--- config.mk ---
export PLATFORM = sky130hd
export DESIGN_NAME = hardware_reset_sequencer
export DESIGN_NICKNAME = d
export VERILOG_FILES = /design/src/reset_seq_pkg.sv /design/src/hardware_reset_sequencer.sv /design/src/reset_in_sync.sv
export SDC_FILE = /design/constraint.sdc
export NUM_CORES = 1
export LEC_CHECK = 0
export BUFFER_PORTS_ARGS = -buffer_cell sky130_fd_sc_hd__buf_2
export CORE_MARGIN = 5
export CORE_UTILIZATION = 58
export DETAILED_ROUTE_END_ITERATION = 8
export PLACE_DENSITY = 0.87
export SLEW_MARGIN = 20
export SYNTH_ARGS = -nofsm -noshare
export SYNTH_HDL_FRONTEND = slang
export SYNTH_SLANG_ARGS = --single-unit
--- constraint.sdc ---
create_clock -name i_clock -period 5.33 [get_ports i_clock]
set_input_delay 0.533 -clock i_clock [delete_from_list [all_inputs] [get_ports i_clock]]
set_output_delay 0.533 -clock i_clock [all_outputs]
set_load 0.01 [all_outputs]
--- src/reset_seq_pkg.sv ---
// Functional notes
// - First address strobe rises 8 half-periods after reset end
// - Emulation, cfg_bit_a, clock bits loaded during internal reset
// - Power-up reset acts at once, no clock
// - Fetch starts at address zero after reset
// - Reset output held until end-of-init instruction
// - Warm reset cancels holds, finishes running access
// - Reset pin driven low during internal sequence
// - Reset ends only when pin sampled high
// - Reset logic keeps general I/O drivers off until end-of-init instruction
// - Startup port lines pulled up during reset
// - Sequence starts 4 to 16 half-periods after detect
// - Internal sequence lasts exactly 1024 half-periods
package reset_seq_pkg;

    // Clock and half-period timing
    localparam int CLK_PERIOD_NS  = 40;                  // CPU clock period
    localparam int HALF_PERIOD_NS = CLK_PERIOD_NS / 2;   // One half_clock_period
    localparam int HP_PER_CYCLE   = 2;                   // Half-periods per clock

    // Figures in half-periods, async low time in ns
    localparam int ALE_DELAY_HP   = 8;                   // Reset end to first strobe
    localparam int SEQ_LEN_HP     = 1024;                // Internal sequence length
    localparam int START_MIN_HP   = 4;                   // Detect to sequence, least
    localparam int START_MAX_HP   = 16;                  // Detect to sequence, most
    localparam int ASYNC_LOW_NS   = 1500;                // Least async low time

    // Derived cycle counts (least rounds up, longest rounds down)
    localparam int ALE_CYCLES     = ALE_DELAY_HP / HP_PER_CYCLE;
    localparam int SEQ_CYCLES     = SEQ_LEN_HP / HP_PER_CYCLE;
    localparam int START_MIN_CYC  = (START_MIN_HP + HP_PER_CYCLE - 1) / HP_PER_CYCLE;
    localparam int START_MAX_CYC  = START_MAX_HP / HP_PER_CYCLE;
    localparam int ASYNC_LOW_CYC  = (ASYNC_LOW_NS + CLK_PERIOD_NS - 1) / CLK_PERIOD_NS;

    // Counter width and fetch address
    localparam int CNT_W          = 10;                  // Holds SEQ_CYCLES
    localparam int ADDR_W         = 24;                  // Fetch address width
    localparam logic [23:0] START_ADDR = 24'h00_0000;   // First fetch address

    // Startup configuration field positions
    localparam int CFG_EMU_POS    = 0;                   // emulation_cfg_bit
    localparam int CFG_A_POS      = 1;                   // cfg_bit_a
    localparam int CFG_CLK_LO     = 13;                  // Clock config low bit
    localparam int CFG_CLK_HI     = 15;                  // Clock config high bit

    // Reset values
    localparam logic       RST_PIN_LEVEL = 1'b0;         // Pin reads low until sampled
    localparam logic [2:0] RST_CLK_CFG   = 3'h7;         // Clock config after reset

    // Sequencer states
    typedef enum logic [2:0] {
        ST_RUN,        // Normal operation
        ST_DETECT,     // Warm reset seen, waiting to start
        ST_SEQ,        // Internal sequence, pin driven low
        ST_WAIT_HIGH,  // Waiting for pin high
        ST_ALE_WAIT    // Reset ended, timing first strobe
    } seq_state_e;

endpackage

--- src/hardware_reset_sequencer.sv ---
// Reset sequencer: power-up and warm reset, startup capture, first strobe
module hardware_reset_sequencer
    import reset_seq_pkg::*;
#(
    parameter int CFG_W = 16                      // Startup port width
) (
    input  wire logic             i_clock,             // CPU clock, 25 MHz
    input  wire logic             i_resetn,            // Power-up reset, active low
    input  wire logic             i_clock_en,          // Freezes all state when low
    input  wire logic             i_reset_in_n,        // Reset pin level seen
    output logic                  o_reset_in_n_out,    // Reset pin drive value
    output logic                  o_reset_in_n_oe,     // Reset pin drive enable
    input  wire logic [CFG_W-1:0] i_startup_config_port, // Startup port lines
    output logic                  o_port_pullup_en,    // Startup port pull-ups on
    input  wire logic             i_access_busy,       // Internal access running
    input  wire logic             i_end_of_init_instr, // End-of-init executed, pulse
    output logic                  o_cancel_holds,      // Drop pending holds, pulse
    output logic                  o_internal_reset,    // Reset condition active
    output logic                  o_reset_out_n,       // Reset output, active low
    output logic                  o_emulation_cfg_bit, // Captured emulation bit
    output logic                  o_cfg_bit_a,         // Captured cfg_bit_a bit
    output logic [2:0]            o_clock_cfg,         // Captured clock config
    output logic                  o_ale,               // First address strobe
    output logic                  o_fetch_start,       // Begin fetch, pulse
    output logic [ADDR_W-1:0]     o_fetch_addr,        // Fetch start address
    output logic                  o_io_disable         // Keep general I/O inactive
);

    // Width check at elaboration
    if (CFG_W != 16) begin : g_cfg_w_check
        $error("hardware_reset_sequencer: CFG_W must be 16");
    end

    // Synchronised inputs
    logic             pin_sync;      // Reset pin after filtering
    logic [CFG_W-1:0] port_sync;     // Startup port after filtering

    // State and counters
    seq_state_e       state_ff;      // Sequencer state
    seq_state_e       nxt_state;     // Next sequencer state
    logic [CNT_W-1:0] cnt_ff;        // Shared cycle counter
    logic [CNT_W-1:0] nxt_cnt;       // Next counter value

    // Output registers
    logic             pin_oe_ff;     // Drives pin low when set
    logic             int_rst_ff;    // Reset condition
    logic             rst_out_n_ff;  // Reset output level
    logic             emu_ff;        // Emulation bit
    logic             cfg_bit_a_ff;      // Cfg_bit_a bit
    logic [2:0]       clk_cfg_ff;    // Clock configuration
    logic             ale_ff;        // Strobe level
    logic             fetch_ff;      // Fetch start pulse
    logic             cancel_ff;     // Hold cancel pulse
    logic             io_dis_ff;     // General I/O kept off

    // Reset pin through three stages before any use
    // Idles low, so power-up reset waits for a real high sample
    reset_in_sync #(
        .WIDTH    (1),
        .IDLE_VAL ({15'h0000, RST_PIN_LEVEL})
    ) u_pin_sync (
        .i_clock    (i_clock),
        .i_resetn   (i_resetn),
        .i_clock_en (i_clock_en),
        .i_async    (i_reset_in_n),
        .o_sync     (pin_sync)
    );

    // Startup port lines idle high, as the pull-ups leave them
    reset_in_sync #(
        .WIDTH    (CFG_W),
        .IDLE_VAL (16'hffff)
    ) u_port_sync (
        .i_clock    (i_clock),
        .i_resetn   (i_resetn),
        .i_clock_en (i_clock_en),
        .i_async    (i_startup_config_port),
        .o_sync     (port_sync)
    );

    // Returns true when the counter has reached a given count
    function automatic logic cnt_at(input logic [CNT_W-1:0] c, input int n);
        cnt_at = (c == CNT_W'(n));
    endfunction

    // Next-state logic
    always_comb begin
        nxt_state = state_ff;
        nxt_cnt   = cnt_ff + CNT_W'(1);
        case (state_ff)
            // Watch for the pin going low
            ST_RUN: begin
                nxt_cnt = '0;
                if (!pin_sync) begin
                    nxt_state = ST_DETECT;
                end
            end
            // Let the running access finish; start inside the window
            ST_DETECT: begin
                if (cnt_at(cnt_ff, START_MAX_CYC - 1) ||
                    (cnt_ff >= CNT_W'(START_MIN_CYC - 1) && !i_access_busy)) begin
                    nxt_state = ST_SEQ;
                    nxt_cnt   = '0;
                end
            end
            // Fixed-length internal sequence
            ST_SEQ: begin
                if (cnt_at(cnt_ff, SEQ_CYCLES - 1)) begin
                    nxt_state = ST_WAIT_HIGH;
                    nxt_cnt   = '0;
                end
            end
            // Extend reset until the pin reads high
            ST_WAIT_HIGH: begin
                nxt_cnt = '0;
                if (pin_sync) begin
                    nxt_state = ST_ALE_WAIT;
                end
            end
            // Count out the strobe delay
            ST_ALE_WAIT: begin
                if (cnt_at(cnt_ff, ALE_CYCLES - 1)) begin
                    nxt_state = ST_RUN;
                    nxt_cnt   = '0;
                end
            end
            // Unused codes fall back to waiting for pin high
            default: begin
                nxt_state = ST_WAIT_HIGH;
                nxt_cnt   = '0;
            end
        endcase
    end

    // State register; power-up reset lands in the wait state at once
    always_ff @(posedge i_clock or negedge i_resetn) begin
        if (!i_resetn) begin
            state_ff <= ST_WAIT_HIGH;
            cnt_ff   <= '0;
        end else if (i_clock_en) begin
            state_ff <= nxt_state;
            cnt_ff   <= nxt_cnt;
        end
    end

    // Reset condition and pin drive
    always_ff @(posedge i_clock or negedge i_resetn) begin
        if (!i_resetn) begin
            int_rst_ff <= 1'b1;
            pin_oe_ff  <= 1'b0;
        end else if (i_clock_en) begin
            int_rst_ff <= (nxt_state == ST_SEQ) || (nxt_state == ST_WAIT_HIGH);
            pin_oe_ff  <= (nxt_state == ST_SEQ);
        end
    end

    // Hold cancel pulse as the warm reset is detected
    always_ff @(posedge i_clock or negedge i_resetn) begin
        if (!i_resetn) begin
            cancel_ff <= 1'b0;
        end else if (i_clock_en) begin
            cancel_ff <= (state_ff == ST_RUN) && (nxt_state == ST_DETECT);
        end
    end

    // Startup bits follow the port while reset is active
    always_ff @(posedge i_clock or negedge i_resetn) begin
        if (!i_resetn) begin
            emu_ff     <= 1'b1;
            cfg_bit_a_ff   <= 1'b1;
            clk_cfg_ff <= RST_CLK_CFG;
        end else if (i_clock_en && int_rst_ff) begin
            emu_ff     <= port_sync[CFG_EMU_POS];
            cfg_bit_a_ff   <= port_sync[CFG_A_POS];
            clk_cfg_ff <= port_sync[CFG_CLK_HI:CFG_CLK_LO];
        end
    end

    // First strobe and fetch start, one cycle each
    always_ff @(posedge i_clock or negedge i_resetn) begin
        if (!i_resetn) begin
            ale_ff   <= 1'b0;
            fetch_ff <= 1'b0;
        end else if (i_clock_en) begin
            ale_ff   <= (state_ff == ST_ALE_WAIT) && cnt_at(cnt_ff, ALE_CYCLES - 1);
            fetch_ff <= (state_ff == ST_ALE_WAIT) && cnt_at(cnt_ff, ALE_CYCLES - 1);
        end
    end

    // Reset output: low through reset, high after end-of-init
    always_ff @(posedge i_clock or negedge i_resetn) begin
        if (!i_resetn) begin
            rst_out_n_ff <= 1'b0;
            io_dis_ff    <= 1'b1;
        end else if (i_clock_en) begin
            if (int_rst_ff || state_ff == ST_DETECT) begin
                rst_out_n_ff <= 1'b0;
                io_dis_ff    <= 1'b1;
            end else if (i_end_of_init_instr && state_ff == ST_RUN) begin
                rst_out_n_ff <= 1'b1;
                io_dis_ff    <= 1'b0;
            end
        end
    end

    // Output wiring, all from flip-flops except the constant pin drive value and fetch address
    assign o_reset_in_n_out    = 1'b0;           // Only ever pulls low
    assign o_reset_in_n_oe     = pin_oe_ff;
    assign o_port_pullup_en    = int_rst_ff;
    assign o_cancel_holds      = cancel_ff;
    assign o_internal_reset    = int_rst_ff;
    assign o_reset_out_n       = rst_out_n_ff;
    assign o_emulation_cfg_bit = emu_ff;
    assign o_cfg_bit_a         = cfg_bit_a_ff;
    assign o_clock_cfg         = clk_cfg_ff;
    assign o_ale               = ale_ff;
    assign o_fetch_start       = fetch_ff;
    assign o_fetch_addr        = START_ADDR;
    assign o_io_disable        = io_dis_ff;

endmodule

--- src/reset_in_sync.sv ---
// Three-stage synchroniser; a change is accepted when stages two and three agree
module reset_in_sync
    import reset_seq_pkg::*;
#(
    parameter int          WIDTH    = 1,    // Number of lines
    parameter logic [15:0] IDLE_VAL = '1    // Value after reset
) (
    input  wire logic             i_clock,    // CPU clock
    input  wire logic             i_resetn,   // Async reset, active low
    input  wire logic             i_clock_en, // Freezes state when low
    input  wire logic [WIDTH-1:0] i_async,    // Lines from outside
    output logic      [WIDTH-1:0] o_sync      // Filtered result
);

    // Refuse widths the filter cannot serve
    if (WIDTH < 1 || WIDTH > 16) begin : g_width_check
        $error("reset_in_sync: WIDTH out of range");
    end

    logic [WIDTH-1:0] stage1_ff;  // Metastability catcher
    logic [WIDTH-1:0] stage2_ff;  // Second stage
    logic [WIDTH-1:0] stage3_ff;  // Third stage
    logic [WIDTH-1:0] out_ff;     // Accepted value

    // Shift chain; stage one feeds stage two only
    always_ff @(posedge i_clock or negedge i_resetn) begin
        if (!i_resetn) begin
            stage1_ff <= IDLE_VAL[WIDTH-1:0];
            stage2_ff <= IDLE_VAL[WIDTH-1:0];
            stage3_ff <= IDLE_VAL[WIDTH-1:0];
        end else if (i_clock_en) begin
            stage1_ff <= i_async;
            stage2_ff <= stage1_ff;
            stage3_ff <= stage2_ff;
        end
    end

    // Per line, accept the value once two stages agree
    always_ff @(posedge i_clock or negedge i_resetn) begin
        if (!i_resetn) begin
            out_ff <= IDLE_VAL[WIDTH-1:0];
        end else if (i_clock_en) begin
            out_ff <= (stage2_ff & stage3_ff) | (out_ff & (stage2_ff ^ stage3_ff));
        end
    end

    assign o_sync = out_ff;

endmodule

* Word level (Yosys, flattened, before mapping)
Index checks and enable logic that the tools add are counted.
Widths: inputs -> output; s select.
** Word-level totals
- Flip-flop bits (word level) :: 92
- Bits of input ports :: 22
- Output and inout port bits :: 38
- Logic and storage cells :: 65
** Cells by class
- Add/subtract/negate cells :: 1
- $lt $le $gt $ge :: 1
- Equal/unequal tests :: 10
- Mux-type cells :: 14
- Bitwise logic cells :: 8
- Reduce and logical (&&, ||, !) cells :: 12
** Operator list (number)
- $and 16x16->16 :: 2
- $mux 10 :: 3
- $pmux 10 s3 :: 1
- $or 16x16->16 :: 1
- $xor 16x16->16 :: 1
- $mux 3 :: 5
- $pmux 3 s5 :: 1
- $eq 3x2->1 const B :: 4
- $add 10x1->10 const B :: 1
- $eq 10x2->1 const B :: 1
- $eq 10x3->1 const B :: 1
- $eq 10x9->1 const B :: 1
- $ge 10x1->1 const B :: 1
- $eq 3x1->1 const B :: 2
- $logic_and 1x1->1 :: 5
- $mux 1 :: 4
- $eq 3x3->1 const B :: 1
- $logic_not 3->1 :: 1
- $logic_or 1x1->1 :: 3
- $and 1x1->1 :: 2
- $reduce_and 2->1 :: 1
- $reduce_bool 2->1 :: 1
- $logic_not 1->1 :: 1
- $or 1x1->1 :: 1
- $xor 1x1->1 :: 1

* Longest topological paths before layout
- Depth after elaboration :: 7
- Mapped depth :: 6

* Modules after synthesis
Synthesis repeated with hierarchy kept, for this count alone.
** Unflattened totals
- Cells, all modules :: 345
- Area total of the unflattened synthesis :: 4481.8 sq um
** By module, submodules not included
- reset_in_sync at u_port_sync :: instances 1, cells an instance 169, area each 2768.9 sq um
- hardware_reset_sequencer :: instances 1, cells an instance 166, area each 1551.5 sq um
- reset_in_sync at u_pin_sync :: instances 1, cells an instance 10, area each 161.4 sq um

* Least setup slack after synthesis
Ideal clock, no wire load.
- Path type :: register to register
- From :: reg cnt_ff[0]
- To :: reg cnt_ff[9]
- Data arrival time :: 1.910 ns
- Data required time :: 5.193 ns
- Slack :: 3.282 ns
- Cell stages (with the launch flop) :: 7
- Period minus slack after synthesis :: 2.048 ns
- Path through :: dfrtp_1 -> ha_1 -> or4b_1 -> o31a_1 -> o21a_4 -> o21ai_4 -> o311ai_2
** On the way
- Longest elaborated chain between the ends :: 5
- Elaborated cells between the ends (all ways) :: 11
- Classes of those cells :: 1 x add/sub; 1 x order compare; 3 x eq/ne; 4 x mux; 2 x reduce/logical
** Ends and longest elaborated chain
- start: declaration :: line hardware_reset_sequencer.sv:41 : logic [CNT_W-1:0] cnt_ff;
- start signal: assignment :: line hardware_reset_sequencer.sv:142 : cnt_ff <= nxt_cnt;
- $ge 10x1->1 :: line hardware_reset_sequencer.sv:101 : (cnt_ff >= CNT_W'(START_MIN_CYC - 1) && !i_access_busy)) begin
- $logic_and 1x1->1 :: line hardware_reset_sequencer.sv:101
- $logic_or 1x1->1 :: line hardware_reset_sequencer.sv:100 : if (cnt_at(cnt_ff, START_MAX_CYC - 1) ||
- $mux 10 :: line hardware_reset_sequencer.sv:100
- $pmux 10 s3 (*) :: line hardware_reset_sequencer.sv:90 : case (state_ff)
Mark *: on every way between the ends. The rest lies on a longest branch, timed or not.
A chain may end at the register's enable or synchronous reset.

* Final worst setup path
- From :: reg cnt_ff[0]
- To :: reg cnt_ff[6]
The elaborated chain is that of the path after synthesis.

==> results.md <==
- Outcome: finished clean
- Leakage: approximately 1.2 nW
- Post-Syn Area: about 0.0026 mm^2
- GRT overflow: 0
- Htree depth: 2
- Design Area, Final: around 0.0028 mm^2
- Final clock skew: 0.004779 ns
- Max VDD drop: roughly 0.18 mV
- Vias in the first global route: roughly 1600
- Synth Instances: 227
- Final Hold Fails: 0
- Critical Path RT: 5.47 ns
- Most frequent cells in the layout: dfstp_2 (29), mux2_2 (25), conb_1 (25)
- Worst Path Max Fanout: 9
- Dpl ws: 3.070 ns
- Final min period: ~2.3 ns
- # Post-CTS Setup Buffers: 0
- Area leader, netlist: dfstp_2
- DR pass1 iterations: 4
- R2r setup slk: between 3 and 4 ns
- Post-synth top area share: between 20 and 30%
- Worst skew pair latency: 0.30 ns
- Port buffer count: 23
- Normalized max-slew margin: roughly 28%
- Final WS setup: between 3 and 4 ns
- # DRC: 0
- Gr usage total: about 15%
- Starting density of the core: approximately three fifths
- Placed Instances: 290
- Largest net degree at the start of global routing: 61
- Crit path arrival time: roughly 2.4 ns
- Antenna Cells: 0
- FF+latch count, synth: 48
- DPL Wire Length: between 3000 and 4000 um
- Share of cells above drive strength 1: 39.84%
- R2R Path Start: cnt_ff[0]$_DFFE_PN0P_
- Total clock sinks: 48
- Setup crit start kind: flop
- CTS tree: yes
- Net count, final: about 280
- Worst Tran Pin Value: around 1.1 ns
- RSZ-0062 raised after global routing: false
- Final setup vio count: 0
- Routability cong.: approximately 0.84
- Die area: ~0.0059 mm^2
- Detailed router's first-iteration violation count: 123
- Ports: 60
- Non-Filler Instances: 298
- Std-Cell Rows: 24
- Post-Route WL: 4423 um
- CORE AREA: roughly 0.0044 mm^2
- HP Class: in2async
- Cts hold-fix bufs: 0
- Die Wd: roughly 77 um
- Post-synthesis sequential area ratio: 47.71%
- First-pass GRT wire length: 7576 um
- Max Clk Rate: 0.4392 GHz
- DR vias/cell: 5.473
- Clock root buffer: clkbuf_8
- Clock transition at path regs: 0.09 ns
- Top post-synthesis cells by area: dfstp_2 (29%), dfrtp_1 (18%), mux2_2 (11%)
- Die H: slightly below 80 um
- Leading cell type in the layout, fill and taps excluded: dfstp_2
- CP Capture Type: flop
- Yosys cell types: 42
- Fin. max-slew vios: 0
- Layout area overhead: 6.512%
- Routed Antenna Nets: 0
- Initial antenna violation count: 0
- Maxcap violations: 0
- Total negative slack: 0 ns
- Dpl cell area: roughly 0.0026 mm^2
- Vias: about 1600
- Final Cycle Share: between 40% and 50%
- Crit path launch: cnt_ff[0]$_DFFE_PN0P_
- CTS max path bufs: 2
- Pwr dens: 467.4 mW/mm^2
- Synth Warn #: 0
- FILL cells: between 300 and 400
- Critical setup path kind: reg2reg
- Avg Cell Area, Syn: ~11 um^2
- Num CTS Buffers: 5
- Post_cts resized: 0
- Wire per inst: ~15 um
## sequential cells by signal (all words and copies together), names as in the netlist, 3 cells and up
signal / flops
state_ff: 3
o_clock_cfg: 3
cnt_ff: 10
u_port_sync.stage1_ff: 5
u_port_sync.stage2_ff: 5
u_port_sync.stage3_ff: 5
u_port_sync.o_sync: 5
## cells in the mapped netlist (all sizes together)
cell type	count
buf	27
and4b	1
or4	1
inv	16
nor4	3
o31ai	2
nand3	7
o21a	2
dfstp	29
a22o	7
o221ai	5
o21ai	12
ha	9
clkbuf	9
and4bb	1
nand3b	1
nand2b	9
dfrtp	19
nand4	2
and3	2
nor3b	4
or4b	1
o22ai	5
o211ai	2
o311ai	1
conb	1
nor2	7
o31a	1
mux2i	1
nand2	9
nor3	1
mux2	25
a211oi	1
a21oi	1
o41ai	1
xnor2	2
## final timing paths
| path | to | depth (start not counted) |
|---|---|---|
| min in group i_clock | u_port_sync.stage1_ff[1]$_DFFE_PN1P_ | 2 |
| hold reg to reg | o_io_disable$_DFFE_PN1P_ | 2 |
| max in group asynchronous | u_port_sync.stage1_ff[15]$_DFFE_PN1P_ | 1 |
| hold / removal | cnt_ff[3]$_DFFE_PN0P_ | 1 |
| setup / recovery | cnt_ff[6]$_DFFE_PN0P_ | 6 |
| setup reg to reg | cnt_ff[6]$_DFFE_PN0P_ | 6 |
## cells by family (layout without fill, tap and decap cells)
family / Yosys count / after routing / synth area share [%]
buffers and inverters: 52 / 47 / 11.43
AND/OR/NAND/NOR: 49 / 49 / 11.38
flip-flops: 48 / 48 / 47.71
AO/OA/AOI/OAI: 40 / 40 / 13.07
multiplexers: 26 / 26 / 11.24
adder cells (fa/ha/maj): 9 / 9 / 4.342
XOR/XNOR: 2 / 2 / 0.6755
other: 1 / 25 / 0.1446
## metrics by stage
| stage | hold slack (ns) | util, % | power, mW |
|---|---|---|---|
| after floorplan | 0.2374 | - | 0.8964 |
| final | 0.2186 | 63.45 | 1.291 |
| after detailed placement | 0.4791 | 60.34 | 1.001 |
| after global routing | 0.2716 | 63.45 | 1.372 |
| after CTS | 0.4398 | 63.39 | 1.299 |
| after global placement | 0.4724 | 60.34 | 0.9711 |
## worst max-delay path: stages (launching register included)
cell and delay (ns):
dfrtp_1 0.43, ha_1 0.28, or4b_1 0.50, o31a_1 0.29
o21a_4 0.28, nor2_4 0.19, o221ai_1 0.15
## final cells by class
| type | instances | area, um^2 | area share, % |
|---|---|---|---|
| multi-input combinational | 151 | 1150 | 41.62 |
| sequential | 48 | 1237 | 44.79 |
| tap | 52 | 65.06 | 2.355 |
| clock buffer | 6 | 93.84 | 3.397 |
| timing repair buffer | 23 | 117.6 | 4.257 |
| clock inverter | 2 | 38.79 | 1.404 |
| inverter | 16 | 60.06 | 2.174 |
## metal layers
metal / GRT usage, % / vias to the layer above / wire length [um]
met5: 0 / - / 0
met2: 25.64 / 45 / 2183
met3: 3.981 / 4 / 260
met4: 6.294 / 0 / 50
li1: - / 786 / -
met1: 19.08 / 796 / 1929
## power breakdown
group	internal (mW)	switching [mW]	total (mW)
logic	0.182	0.222	0.404
registers	0.504	0.0879	0.592
clock network	0.170	0.126	0.296
total	0.855	0.436	1.29
Note: power is estimated with default switching activity, not from simulation.
